### src/hdl/audio_port_tx_defs.svh
`ifndef AUDIO_PORT_TX_DEFS_SVH
`define AUDIO_PORT_TX_DEFS_SVH
// Overview of operation
// - per-channel select bit: clear routes channel to primary pin, set to secondary
// - channel one enable clear makes its slot an unused cycle; set sends channel one data
// - channel two enable set sends channel two data; clear makes its slot an unused cycle
// - after reset all pin-select bits are zero, everything on primary pin
// - after reset channel one is enabled in slot zero, byte 0x20
// - after reset channel two is enabled in slot one, byte 0x21
// - unused cycles drive zero, or high impedance when fill option set
// - slot zero MSB delayed by programmed 0-31 bit clocks on both pins, by one clock more in i2s

// register indices; byte address is four times the index
`define IDX_TX_FILL 8'h1B
`define IDX_TX_OFFSET 8'h1C
`define IDX_PIN_SEL 8'h1D
`define IDX_CH1_CFG 8'h1E
`define IDX_CH2_CFG 8'h1F
`define IDX_FRAME_FMT 8'h30

`define FILL_BIT 6
`define CH_EN_BIT 5

`define RST_FILL 1'h0
`define RST_OFFSET 5'h00
`define RST_PIN_SEL 8'h00
`define RST_CH1_CFG 6'h20
`define RST_CH2_CFG 6'h21
`define RST_FRAME_FMT 4'h0

`define WL_LAST_16 5'h0F
`define WL_LAST_20 5'h13
`define WL_LAST_24 5'h17
`define WL_LAST_32 5'h1F
`define TDM_LAST_SLOT 5'h1F
`define HALF_LAST_SLOT 5'h0F
`define I2S_STD_OFFSET 6'h01
`endif

### src/hdl/audio_port_tx_pkg.sv
package audio_port_tx_pkg;
	typedef enum logic [1:0] {
		FMT_TDM = 2'h0,
		FMT_I2S = 2'h1,
		FMT_LJ = 2'h2
	} fmt_e;
	typedef enum logic [1:0] {
		POS_IDLE = 2'h0,
		POS_SKIP = 2'h1,
		POS_SHIFT = 2'h3,
		POS_DONE = 2'h2
	} pos_e;
endpackage

### src/hdl/link_sync.sv
`timescale 1ns/1ns
`default_nettype none
module link_sync #(
	parameter int width = 2
) (
	// clock and reset
	input wire logic clk,
	input wire logic rst_n,
	// asynchronous levels in, synchronised out
	input wire logic [width-1:0] d,
	output logic [width-1:0] q
);
	logic [width-1:0] meta_reg;

	if (width < 1) begin : g_chk
		$error("link_sync width must be at least one");
	end

	always_ff @(posedge clk or negedge rst_n) begin
		if (!rst_n) begin
			meta_reg <= '0;
			q <= '0;
		end else begin
			meta_reg <= d;
			q <= meta_reg;
		end
	end
endmodule // link_sync
`default_nettype wire

### src/hdl/audio_port_tx_slot_mapper.sv
`timescale 1ns/1ns
`default_nettype none
`include "audio_port_tx_defs.svh"
module audio_port_tx_slot_mapper #(
	parameter int num_ch = 2
) (
	// clock and reset
	input wire logic hclk,
	input wire logic hresetn,
	// ahb-lite slave
	input wire logic hsel,
	input wire logic [31:0] haddr,
	input wire logic [1:0] htrans,
	input wire logic hwrite,
	input wire logic [2:0] hsize,
	input wire logic [31:0] hwdata,
	input wire logic hready,
	output logic [31:0] hrdata,
	output logic hreadyout,
	output logic hresp,
	// serial link inputs
	input wire logic bclk,
	input wire logic fsync,
	// channel samples, msb-justified
	input wire logic [31:0] ch1_sample,
	input wire logic [31:0] ch2_sample,
	// data pins
	output logic primary_data_out,
	output logic primary_data_oe,
	output logic secondary_data_out,
	output logic secondary_data_oe
);
	import audio_port_tx_pkg::*;

	logic fill_reg, fill_next;
	logic [4:0] offset_reg, offset_next;
	logic [7:0] pin_sel_reg, pin_sel_next;
	logic [5:0] ch1_cfg_reg, ch1_cfg_next;
	logic [5:0] ch2_cfg_reg, ch2_cfg_next;
	logic [3:0] fmt_reg, fmt_next;
	logic wr_pend_reg;
	logic [7:0] wr_idx_reg;
	logic ap_take;
	logic [7:0] rd_byte;
	logic [1:0] link_s;
	logic bclk_d_reg, fs_prev_reg;
	logic bclk_rise, bclk_fall, fs_up, fs_dn;
	logic is_tdm, is_i2s, start_any, start_right;
	logic [5:0] skip_total;
	logic [4:0] wl_last, last_slot;
	pos_e pos_reg;
	logic [5:0] skip_cnt_reg;
	logic [4:0] bit_idx_reg, slot_idx_reg;
	logic half_reg;
	logic [5:0] ch_cfg [num_ch];
	logic [31:0] ch_sample [num_ch];
	logic [31:0] sample_hold_reg [num_ch];
	logic [num_ch-1:0] slot_ok, ch_hit, ch_bit;
	logic pri_hit, pri_bit, sec_hit, sec_bit;

	if (num_ch < 1 || num_ch > 2) begin : g_chk
		$error("num_ch must be 1 or 2");
	end

	// bus: zero wait state, always okay
	assign ap_take = hsel && hready && htrans[1];

	always_ff @(posedge hclk or negedge hresetn) begin
		if (!hresetn) begin
			wr_pend_reg <= 1'h0;
			wr_idx_reg <= 8'h00;
			hreadyout <= 1'h0;
			hresp <= 1'h0;
		end else begin
			wr_pend_reg <= ap_take && hwrite;
			wr_idx_reg <= haddr[9:2];
			hreadyout <= 1'h1;
			hresp <= 1'h0;
		end
	end

	// pending write merged into next values so a read right behind it sees it
	always_comb begin
		fill_next = fill_reg;
		offset_next = offset_reg;
		pin_sel_next = pin_sel_reg;
		ch1_cfg_next = ch1_cfg_reg;
		ch2_cfg_next = ch2_cfg_reg;
		fmt_next = fmt_reg;
		if (wr_pend_reg) begin
			case (wr_idx_reg)
				`IDX_TX_FILL: fill_next = hwdata[`FILL_BIT];
				`IDX_TX_OFFSET: offset_next = hwdata[4:0];
				`IDX_PIN_SEL: pin_sel_next = hwdata[7:0];
				`IDX_CH1_CFG: ch1_cfg_next = hwdata[5:0];
				`IDX_CH2_CFG: ch2_cfg_next = hwdata[5:0];
				`IDX_FRAME_FMT: fmt_next = hwdata[3:0];
				default: ;
			endcase
		end
	end

	always_ff @(posedge hclk or negedge hresetn) begin
		if (!hresetn) begin
			fill_reg <= `RST_FILL;
			offset_reg <= `RST_OFFSET;
			pin_sel_reg <= `RST_PIN_SEL;
			ch1_cfg_reg <= `RST_CH1_CFG;
			ch2_cfg_reg <= `RST_CH2_CFG;
			fmt_reg <= `RST_FRAME_FMT;
		end else begin
			fill_reg <= fill_next;
			offset_reg <= offset_next;
			pin_sel_reg <= pin_sel_next;
			ch1_cfg_reg <= ch1_cfg_next;
			ch2_cfg_reg <= ch2_cfg_next;
			fmt_reg <= fmt_next;
		end
	end

	always_comb begin
		case (haddr[9:2])
			`IDX_TX_FILL: rd_byte = {1'h0, fill_next, 6'h00};
			`IDX_TX_OFFSET: rd_byte = {3'h0, offset_next};
			`IDX_PIN_SEL: rd_byte = pin_sel_next;
			`IDX_CH1_CFG: rd_byte = {2'h0, ch1_cfg_next};
			`IDX_CH2_CFG: rd_byte = {2'h0, ch2_cfg_next};
			`IDX_FRAME_FMT: rd_byte = {4'h0, fmt_next};
			default: rd_byte = 8'h00;
		endcase
	end

	always_ff @(posedge hclk or negedge hresetn) begin
		if (!hresetn)
			hrdata <= 32'h0;
		else if (ap_take && !hwrite)
			hrdata <= {24'h0, rd_byte};
	end

	// link edges, found on the synchronised bit clock
	link_sync #(.width(2)) link_sync_inst (
		.clk(hclk),
		.rst_n(hresetn),
		.d({fsync, bclk}),
		.q(link_s)
	);

	always_ff @(posedge hclk or negedge hresetn) begin
		if (!hresetn) begin
			bclk_d_reg <= 1'h0;
			fs_prev_reg <= 1'h0;
		end else begin
			bclk_d_reg <= link_s[0];
			if (bclk_rise)
				fs_prev_reg <= link_s[1];
		end
	end

	assign bclk_rise = link_s[0] && !bclk_d_reg;
	assign bclk_fall = !link_s[0] && bclk_d_reg;
	assign fs_up = link_s[1] && !fs_prev_reg;
	assign fs_dn = !link_s[1] && fs_prev_reg;
	assign is_tdm = fmt_reg[1:0] == FMT_TDM;
	assign is_i2s = fmt_reg[1:0] == FMT_I2S;
	// i2s: left half opens on the falling frame sync, right on the rising one
	assign start_any = is_tdm ? fs_up : (fs_up || fs_dn);
	assign start_right = !is_tdm && (is_i2s ? fs_up : fs_dn);
	assign skip_total = {1'h0, offset_reg} + (is_i2s ? `I2S_STD_OFFSET : 6'h00);
	assign last_slot = is_tdm ? `TDM_LAST_SLOT : `HALF_LAST_SLOT;

	always_comb begin
		case (fmt_reg[3:2])
			2'h0: wl_last = `WL_LAST_16;
			2'h1: wl_last = `WL_LAST_20;
			2'h2: wl_last = `WL_LAST_24;
			default: wl_last = `WL_LAST_32;
		endcase
	end

	// frame position: skip the msb delay, then walk bits and slots
	always_ff @(posedge hclk or negedge hresetn) begin
		if (!hresetn) begin
			pos_reg <= POS_IDLE;
			skip_cnt_reg <= 6'h00;
			bit_idx_reg <= 5'h00;
			slot_idx_reg <= 5'h00;
			half_reg <= 1'h0;
		end else if (bclk_rise) begin
			if (start_any) begin
				half_reg <= start_right;
				bit_idx_reg <= 5'h00;
				slot_idx_reg <= 5'h00;
				skip_cnt_reg <= skip_total;
				pos_reg <= (skip_total == 6'h00) ? POS_SHIFT : POS_SKIP;
			end else begin
				case (pos_reg)
					POS_SKIP: begin
						skip_cnt_reg <= skip_cnt_reg - 6'h01;
						if (skip_cnt_reg == 6'h01)
							pos_reg <= POS_SHIFT;
					end
					POS_SHIFT: begin
						bit_idx_reg <= bit_idx_reg + 5'h01;
						if (bit_idx_reg == wl_last) begin
							bit_idx_reg <= 5'h00;
							slot_idx_reg <= slot_idx_reg + 5'h01;
							if (slot_idx_reg == last_slot)
								pos_reg <= POS_DONE;
						end
					end
					default: pos_reg <= pos_reg;
				endcase
			end
		end
	end

	assign ch_cfg[0] = ch1_cfg_reg;
	assign ch_sample[0] = ch1_sample;
	if (num_ch > 1) begin : g_ch2
		assign ch_cfg[1] = ch2_cfg_reg;
		assign ch_sample[1] = ch2_sample;
	end

	for (genvar g = 0; g < num_ch; g++) begin : g_ch
		assign slot_ok[g] = is_tdm ? (slot_idx_reg == ch_cfg[g][4:0]) :
			(half_reg == ch_cfg[g][4] && slot_idx_reg[3:0] == ch_cfg[g][3:0]);
		assign ch_hit[g] = ch_cfg[g][`CH_EN_BIT] && pos_reg == POS_SHIFT && slot_ok[g];
		assign ch_bit[g] = sample_hold_reg[g][~bit_idx_reg];
		always_ff @(posedge hclk or negedge hresetn) begin
			if (!hresetn)
				sample_hold_reg[g] <= 32'h0;
			else if (bclk_rise && start_any)
				sample_hold_reg[g] <= ch_sample[g];
		end
	end

	// lowest channel assigned last so it wins a shared slot
	always_comb begin
		pri_hit = 1'h0;
		pri_bit = 1'h0;
		sec_hit = 1'h0;
		sec_bit = 1'h0;
		for (int c = num_ch - 1; c >= 0; c--) begin
			if (ch_hit[c]) begin
				if (pin_sel_reg[c]) begin
					sec_hit = 1'h1;
					sec_bit = ch_bit[c];
				end else begin
					pri_hit = 1'h1;
					pri_bit = ch_bit[c];
				end
			end
		end
	end

	// data change on the falling bit clock, receiver samples on the rising one
	always_ff @(posedge hclk or negedge hresetn) begin
		if (!hresetn) begin
			primary_data_out <= 1'h0;
			primary_data_oe <= 1'h0;
			secondary_data_out <= 1'h0;
			secondary_data_oe <= 1'h0;
		end else if (bclk_fall) begin
			primary_data_out <= pri_hit && pri_bit;
			primary_data_oe <= pri_hit || !fill_reg;
			secondary_data_out <= sec_hit && sec_bit;
			secondary_data_oe <= sec_hit || !fill_reg;
		end
	end

	property p_sec_route;
		@(posedge hclk) disable iff (!hresetn)
		bclk_fall && ch_hit[0] && pin_sel_reg[0] |=> secondary_data_oe && secondary_data_out == $past(ch_bit[0]);
	endproperty
	a_sec_route: assert property (p_sec_route) else $error("channel one not on secondary pin");

	property p_ch1_off;
		@(posedge hclk) disable iff (!hresetn)
		bclk_fall && fill_reg && !ch1_cfg_reg[`CH_EN_BIT] && !ch_hit[num_ch-1] |=> !primary_data_oe && !secondary_data_oe;
	endproperty
	a_ch1_off: assert property (p_ch1_off) else $error("disabled channel one drives a pin");

	property p_ch2_on;
		@(posedge hclk) disable iff (!hresetn)
		bclk_fall && ch2_cfg_reg[`CH_EN_BIT] && pos_reg == POS_SHIFT && slot_ok[num_ch-1] && !ch_hit[0]
			&& !pin_sel_reg[num_ch-1] |=> primary_data_oe && primary_data_out == $past(ch_bit[num_ch-1]);
	endproperty
	a_ch2_on: assert property (p_ch2_on) else $error("enabled channel two not transmitted");

	property p_tdm_slot;
		@(posedge hclk) disable iff (!hresetn)
		bclk_fall && is_tdm && pos_reg == POS_SHIFT && ch1_cfg_reg[`CH_EN_BIT] && slot_idx_reg == ch1_cfg_reg[4:0]
			&& !pin_sel_reg[0] |=> primary_data_oe && primary_data_out == $past(sample_hold_reg[0][~bit_idx_reg]);
	endproperty
	a_tdm_slot: assert property (p_tdm_slot) else $error("tdm slot not selected");

	property p_half_slot;
		@(posedge hclk) disable iff (!hresetn)
		!is_tdm && pos_reg == POS_SHIFT && ch_hit[0] |-> half_reg == ch1_cfg_reg[4] && slot_idx_reg[4] == 1'h0;
	endproperty
	a_half_slot: assert property (p_half_slot) else $error("half slot mismatch");

	property p_pin_reset;
		@(posedge hclk) disable iff (!hresetn)
		!$past(hresetn) |-> pin_sel_reg == 8'h00;
	endproperty
	a_pin_reset: assert property (p_pin_reset) else $error("pin select not cleared by reset");

	property p_ch1_reset;
		@(posedge hclk) disable iff (!hresetn)
		!$past(hresetn) |-> ch1_cfg_reg == 6'h20;
	endproperty
	a_ch1_reset: assert property (p_ch1_reset) else $error("channel one reset value wrong");

	property p_ch2_reset;
		@(posedge hclk) disable iff (!hresetn)
		!$past(hresetn) |-> ch2_cfg_reg == 6'h21;
	endproperty
	a_ch2_reset: assert property (p_ch2_reset) else $error("channel two reset value wrong");

	property p_fill;
		@(posedge hclk) disable iff (!hresetn)
		bclk_fall && !pri_hit |=> primary_data_oe == !$past(fill_reg) && !primary_data_out;
	endproperty
	a_fill: assert property (p_fill) else $error("unused cycle fill wrong");

	property p_skip;
		@(posedge hclk) disable iff (!hresetn)
		bclk_rise && start_any && skip_total != 6'h00 |=> pos_reg == POS_SKIP && skip_cnt_reg == $past(skip_total);
	endproperty
	a_skip: assert property (p_skip) else $error("msb delay not loaded");

	property p_prio;
		@(posedge hclk) disable iff (!hresetn)
		bclk_fall && ch_hit[0] && ch_hit[num_ch-1] && !pin_sel_reg[0] && !pin_sel_reg[num_ch-1]
			|=> primary_data_out == $past(ch_bit[0]);
	endproperty
	a_prio: assert property (p_prio) else $error("lower channel lost a shared slot");
endmodule // audio_port_tx_slot_mapper
`default_nettype wire

### config.mk
export PLATFORM = sky130hd
export DESIGN_NAME = audio_port_tx_slot_mapper
export DESIGN_NICKNAME = d
export VERILOG_FILES = /design/src/hdl/audio_port_tx_pkg.sv /design/src/hdl/link_sync.sv /design/src/hdl/audio_port_tx_slot_mapper.sv
export VERILOG_INCLUDE_DIRS = /design/src /design/src/hdl
export SDC_FILE = /design/constraint.sdc
export NUM_CORES = 1
export LEC_CHECK = 0
export ABC_AREA = 1
export BUFFER_PORTS_ARGS = -buffer_cell sky130_fd_sc_hd__buf_2
export CORE_MARGIN = 1
export CORE_UTILIZATION = 42
export CTS_CLUSTER_DIAMETER = 30
export DETAILED_ROUTE_END_ITERATION = 6
export GPL_ROUTABILITY_DRIVEN = 0
export PLACE_DENSITY = 0.68
export RECOVER_POWER = 25
export SLEW_MARGIN = 30
export SYNTH_ARGS = -nofsm -noshare
export SYNTH_HDL_FRONTEND = slang
export SYNTH_SLANG_ARGS = --single-unit
export TNS_END_PERCENT = 50
### constraint.sdc
create_clock -name hclk -period 1.55 [get_ports hclk]
set_input_delay 0.31 -clock hclk [delete_from_list [all_inputs] [get_ports hclk]]
set_output_delay 0.31 -clock hclk [all_outputs]
set_load 0.02 [all_outputs]
==> metrics.txt <==
# TYPE chip_impl_metric gauge
chip_impl_metric{name="yosys_warnings",unit=""} 0
chip_impl_metric{name="number_of_antenna_violations_at_the_first_check_in_global_routing",unit=""} 0
chip_impl_metric{name="clock-sinks",unit=""} 141
chip_impl_metric{name="count_of_nets_after_finishing",unit=""} 1304
chip_impl_metric{name="fin_ws",unit="ps"} -198
chip_impl_info{name="cts_root_buf",value="clkbuf_16"} 1
chip_impl_info{name="critPathCaptureType",value="register"} 1
chip_impl_metric{name="grt.total_usage",unit="%"} 22.6
chip_impl_metric{name="first_global_vias",unit=""} 6657
chip_impl_metric{name="floorplan.rows",unit=""} 47
chip_impl_metric{name="cp_data_required_time",unit="ps"} 1890
chip_impl_metric{name="final-setup-viol-count",unit=""} 89
chip_impl_metric{name="area_of_the_core_region",unit="um^2"} 16700
chip_impl_metric{name="max_cap_violations",unit=""} 0
chip_impl_metric{name="largest_reg_flops",unit=""} 64
chip_impl_metric{name="fin_area",unit="um^2"} 10100
chip_impl_info{name="critPathKind",value="register to register"} 1
chip_impl_metric{name="synth-seq-area-share",unit="%"} 48.7
chip_impl_info{name="cts_tree",value="yes"} 1
chip_impl_info{name="worst_path_dominant_cell_family",value="buffers and inverters"} 1
chip_impl_metric{name="report.final.slew_viol_count",unit=""} 0
chip_impl_metric{name="fin_skew",unit="ps"} 6.12
chip_impl_info{name="violated_checks",value="setup timing"} 1
chip_impl_metric{name="area_growth",unit="%"} 39.3
chip_impl_metric{name="floorplan.die.width",unit="um"} 133
chip_impl_info{name="r2r_start",value="fmt_reg[0]$_DFF_PN0_"} 1
chip_impl_metric{name="worst_slew_pin_slew",unit="ps"} 928
chip_impl_info{name="ys_top_cells_by_area",value="dfrtp_1 (48%), nand2_1 (18%), nand3_1 (5.9%), inv_1 (4.7%), o21ai_0 (4.0%)"} 1
chip_impl_info{name="post_synth_most_frequent_cells",value="nand2_1 (343), dfrtp_1 (138), inv_1 (90), nand3_1 (86), o21ai_0 (58)"} 1
chip_impl_metric{name="routed_wire_length_per_instance",unit="um"} 14.3
chip_impl_info{name="critical_path.cell_chain",value="buf_6 -> nor2_4 -> nand2_2 -> o21ai_4 -> nand2_4 -> buf_4 -> o21ai_4 -> buf_6 -> o21ai_0 -> o22ai_1"} 1
chip_impl_metric{name="arrival",unit="ps"} 2090
chip_impl_metric{name="final.period_utilization",unit="%"} 113
chip_impl_metric{name="timing.max_slew.rel_slack",unit="%"} 38.1
chip_impl_info{name="run_status",value="finished with violations"} 1
chip_impl_info{name="cp-start-kind",value="register"} 1
chip_impl_metric{name="longest_clk_path_bufs",unit=""} 2
chip_impl_metric{name="initial_utilization",unit="%"} 43.4
chip_impl_metric{name="die_h",unit="um"} 133
chip_impl_metric{name="avgViaCountPerCell",unit=""} 4.98
chip_impl_metric{name="initialDrtViolationCount",unit=""} 547
chip_impl_metric{name="vias",unit=""} 6901
chip_impl_metric{name="insertedDiodeCount",unit=""} 0
chip_impl_info{name="slowest_stage",value="dfrtp_1"} 1
chip_impl_metric{name="ir_drop",unit="uV"} 807
chip_impl_metric{name="power-per-cell-area",unit="nW/um^2"} 1270
chip_impl_info{name="synth_flop_cell",value="dfrtp_1"} 1
chip_impl_info{name="post-synth-top-count-cell",value="nand2_1"} 1
chip_impl_metric{name="die-area",unit="um^2"} 17800
chip_impl_metric{name="place_area",unit="um^2"} 8570
chip_impl_metric{name="hpwlAfterDp",unit="mm"} 13.2
chip_impl_metric{name="cellLeakagePower",unit="nW"} 5.12
chip_impl_metric{name="netlist.area_leader.share",unit="%"} 47.6
chip_impl_metric{name="fmax",unit="GHz"} 0.572
chip_impl_metric{name="postSynthCellCount",unit=""} 942
chip_impl_metric{name="critical_path_buf_inv_count",unit=""} 3
chip_impl_metric{name="reg2reg_setup_slack",unit="ps"} -200
chip_impl_metric{name="yosys.cell_types.count",unit=""} 42
chip_impl_metric{name="syn_avg_cell_area",unit="um^2"} 7.70
chip_impl_metric{name="globalRouteOverflowTotal",unit=""} 0
chip_impl_metric{name="worstRegToRegCells",unit=""} 10
chip_impl_metric{name="critical_path.max_stage_delay",unit="ps"} 400
chip_impl_info{name="worst_hold_path_type",value="input pin to register"} 1
chip_impl_metric{name="route.antenna.remaining_nets",unit=""} 0
chip_impl_metric{name="layout_min_cycle_time",unit="ps"} 1750
chip_impl_metric{name="crit_fanout",unit=""} 7
chip_impl_metric{name="hold_violations",unit=""} 0
chip_impl_metric{name="count_of_flip_flops_with_a_built_in_enable_after_synthesis",unit=""} 0
chip_impl_metric{name="setup-tns-final",unit="ps"} -7210
chip_impl_metric{name="clk_latency",unit="ps"} 430
chip_impl_info{name="hp-start",value="haddr[6]"} 1
chip_impl_info{name="holdPathEnd",value="wr_idx_reg[4]$_DFF_PN0_"} 1
chip_impl_metric{name="maximum_number_of_pins_on_one_net_before_global_route_repair",unit=""} 45
chip_impl_info{name="yosysTopAreaCell",value="dfrtp_1"} 1
chip_impl_metric{name="yosys_register_bits",unit=""} 141
chip_impl_metric{name="io-pin-count",unit=""} 178
chip_impl_metric{name="port_buffers",unit=""} 100
chip_impl_info{name="r2r-end",value="skip_cnt_reg[2]$_DFFE_PN0P_"} 1
chip_impl_metric{name="asyncSetResetFlopFracSynth",unit="%"} 100
chip_impl_metric{name="grt_pass1_wl",unit="mm"} 31.7
chip_impl_metric{name="min_delay_path_depth",unit=""} 1
chip_impl_metric{name="cts_inserted_buffers",unit=""} 17
chip_impl_metric{name="first_pass_iters",unit=""} 6
chip_impl_metric{name="post-route-drc-count",unit=""} 0
chip_impl_metric{name="cts_htree_levels",unit=""} 4
chip_impl_metric{name="synthesis.area",unit="um^2"} 7250
chip_impl_metric{name="finalWirelength",unit="mm"} 19.9
chip_impl_info{name="grt_setup_unrepaired",value="true"} 1
chip_impl_metric{name="layout_cell_share_with_drive_strength_beyond_1",unit="%"} 31.0
chip_impl_metric{name="worst_setup_hold_path_clk_slew",unit="ps"} 60
[layout by cell type, fill, tap and decap left out, types with 3 or more instances in the layout]
cell type      instances
a21oi_2                6
dlygate4sd3_1          5
o211ai_1               5
nor2_2                 5
nand2_1              321
xor2_1                 5
nand2_4                5
xnor2_1                5
a21oi_1                7
o21ai_2                7
nand4_1               17
nor3_2                 5
bufinv_16              3
inv_4                  3
nor2_4                 5
o21a_1                 4
nand3_4                4
clkbuf_16             19
o21ai_1               28
nand3_2               18
nand3b_1               4
o21ai_0               26
inv_2                  7
dfstp_2                3
buf_12                 7
clkbuf_1               7
conb_1                26
nand3_1               65
buf_2                 94
ha_4                   4
inv_1                 82
nor2_1                36
dfrtp_1              136
nand2_2               19
ha_1                   5
and2_1                11
buf_4                 84
buf_6                 20
clkinv_2               4
clkinvlp_4             4
[layout make-up]
class | count | area (um^2)
fill | 1458 | 6600
multi-input combinational | 675 | 3650
sequential | 141 | 3530
timing repair buffer | 222 | 1660
clock buffer | 20 | 447
inverter | 97 | 395
tap | 220 | 275
clock inverter | 11 | 144
[per-stage QoR]
step | cells | hold WS, ps | util [%] | setup slack (ps) | total power [W]
after floorplan | 966 | 14.4 | - | -75.2 | 0.00680
after global placement | 1322 | 225 | 51.3 | -207 | 0.00794
after detailed placement | 1322 | 225 | 51.3 | -266 | 0.00802
after CTS | 1374 | 1.21 | 57.8 | -160 | 0.0124
after global routing | 1386 | 25.7 | 60.5 | -314 | 0.0135
final | 1386 | 29.9 | 60.5 | -198 | 0.0128
[metal layers]
metal,part of all wire (%),wire (um),GRT usage (%),up-vias
met5,0,0,0,-
met4,2.6,521,8.08,0
met3,5.3,1050,4.68,45
li1,-,-,-,3380
met1,44,8710,30.1,3288
met2,48,9590,36.6,188
[report_power, final]
part | switching (W) | internal [W] | total (W) | leakage, nW
clock network | 0.00159 | 0.00255 | 0.00414 | 0.278
registers | 0.000436 | 0.00431 | 0.00474 | 1.73
logic | 0.00227 | 0.00165 | 0.00392 | 3.11
[what timing repair did]
item                                   CTS  global route
resized for setup                       94            93
cloned                                   1             3
setup endpoints to repair               98           103
endpoints found under the hold margin   29             0
setup buffers                           16             9
pin swaps                               33            58
hold buffers                             5             0
[kinds of logic after synthesis]
group           count (synthesis)  synth area share, %
xor+xnor                       12                 1.45
mux                             2                0.293
flops                         141                 48.7
fa+ha+maj                      10                 1.72
buf+inv                       150                 9.33
compound gates                 95                 7.09
other cells                     2                0.104
simple gates                  530                 31.3
[how the worst max path moves through the flow]
stage	end	cells past startpoint	slack (ps)	startpoint
4_1_cts	slot_idx_reg[3]$_DFFE_PN0P_	11	-160	link_sync_inst.q[1]$_DFF_PN0_
6_report	skip_cnt_reg[2]$_DFFE_PN0P_	10	-200	fmt_reg[0]$_DFF_PN0_
3_5_place_dp	hrdata[4]$_DFFE_PN0P_	10	-270	wr_idx_reg[7]$_DFF_PN0_
3_3_place_gp	hrdata[5]$_DFFE_PN0P_	10	-210	wr_idx_reg[6]$_DFF_PN0_
5_1_grt	skip_cnt_reg[2]$_DFFE_PN0P_	10	-310	fmt_reg[0]$_DFF_PN0_
2_1_floorplan	slot_idx_reg[3]$_DFFE_PN0P_	11	-80	link_sync_inst.q[1]$_DFF_PN0_
No activity file was read; power rests on OpenSTA's default activity.
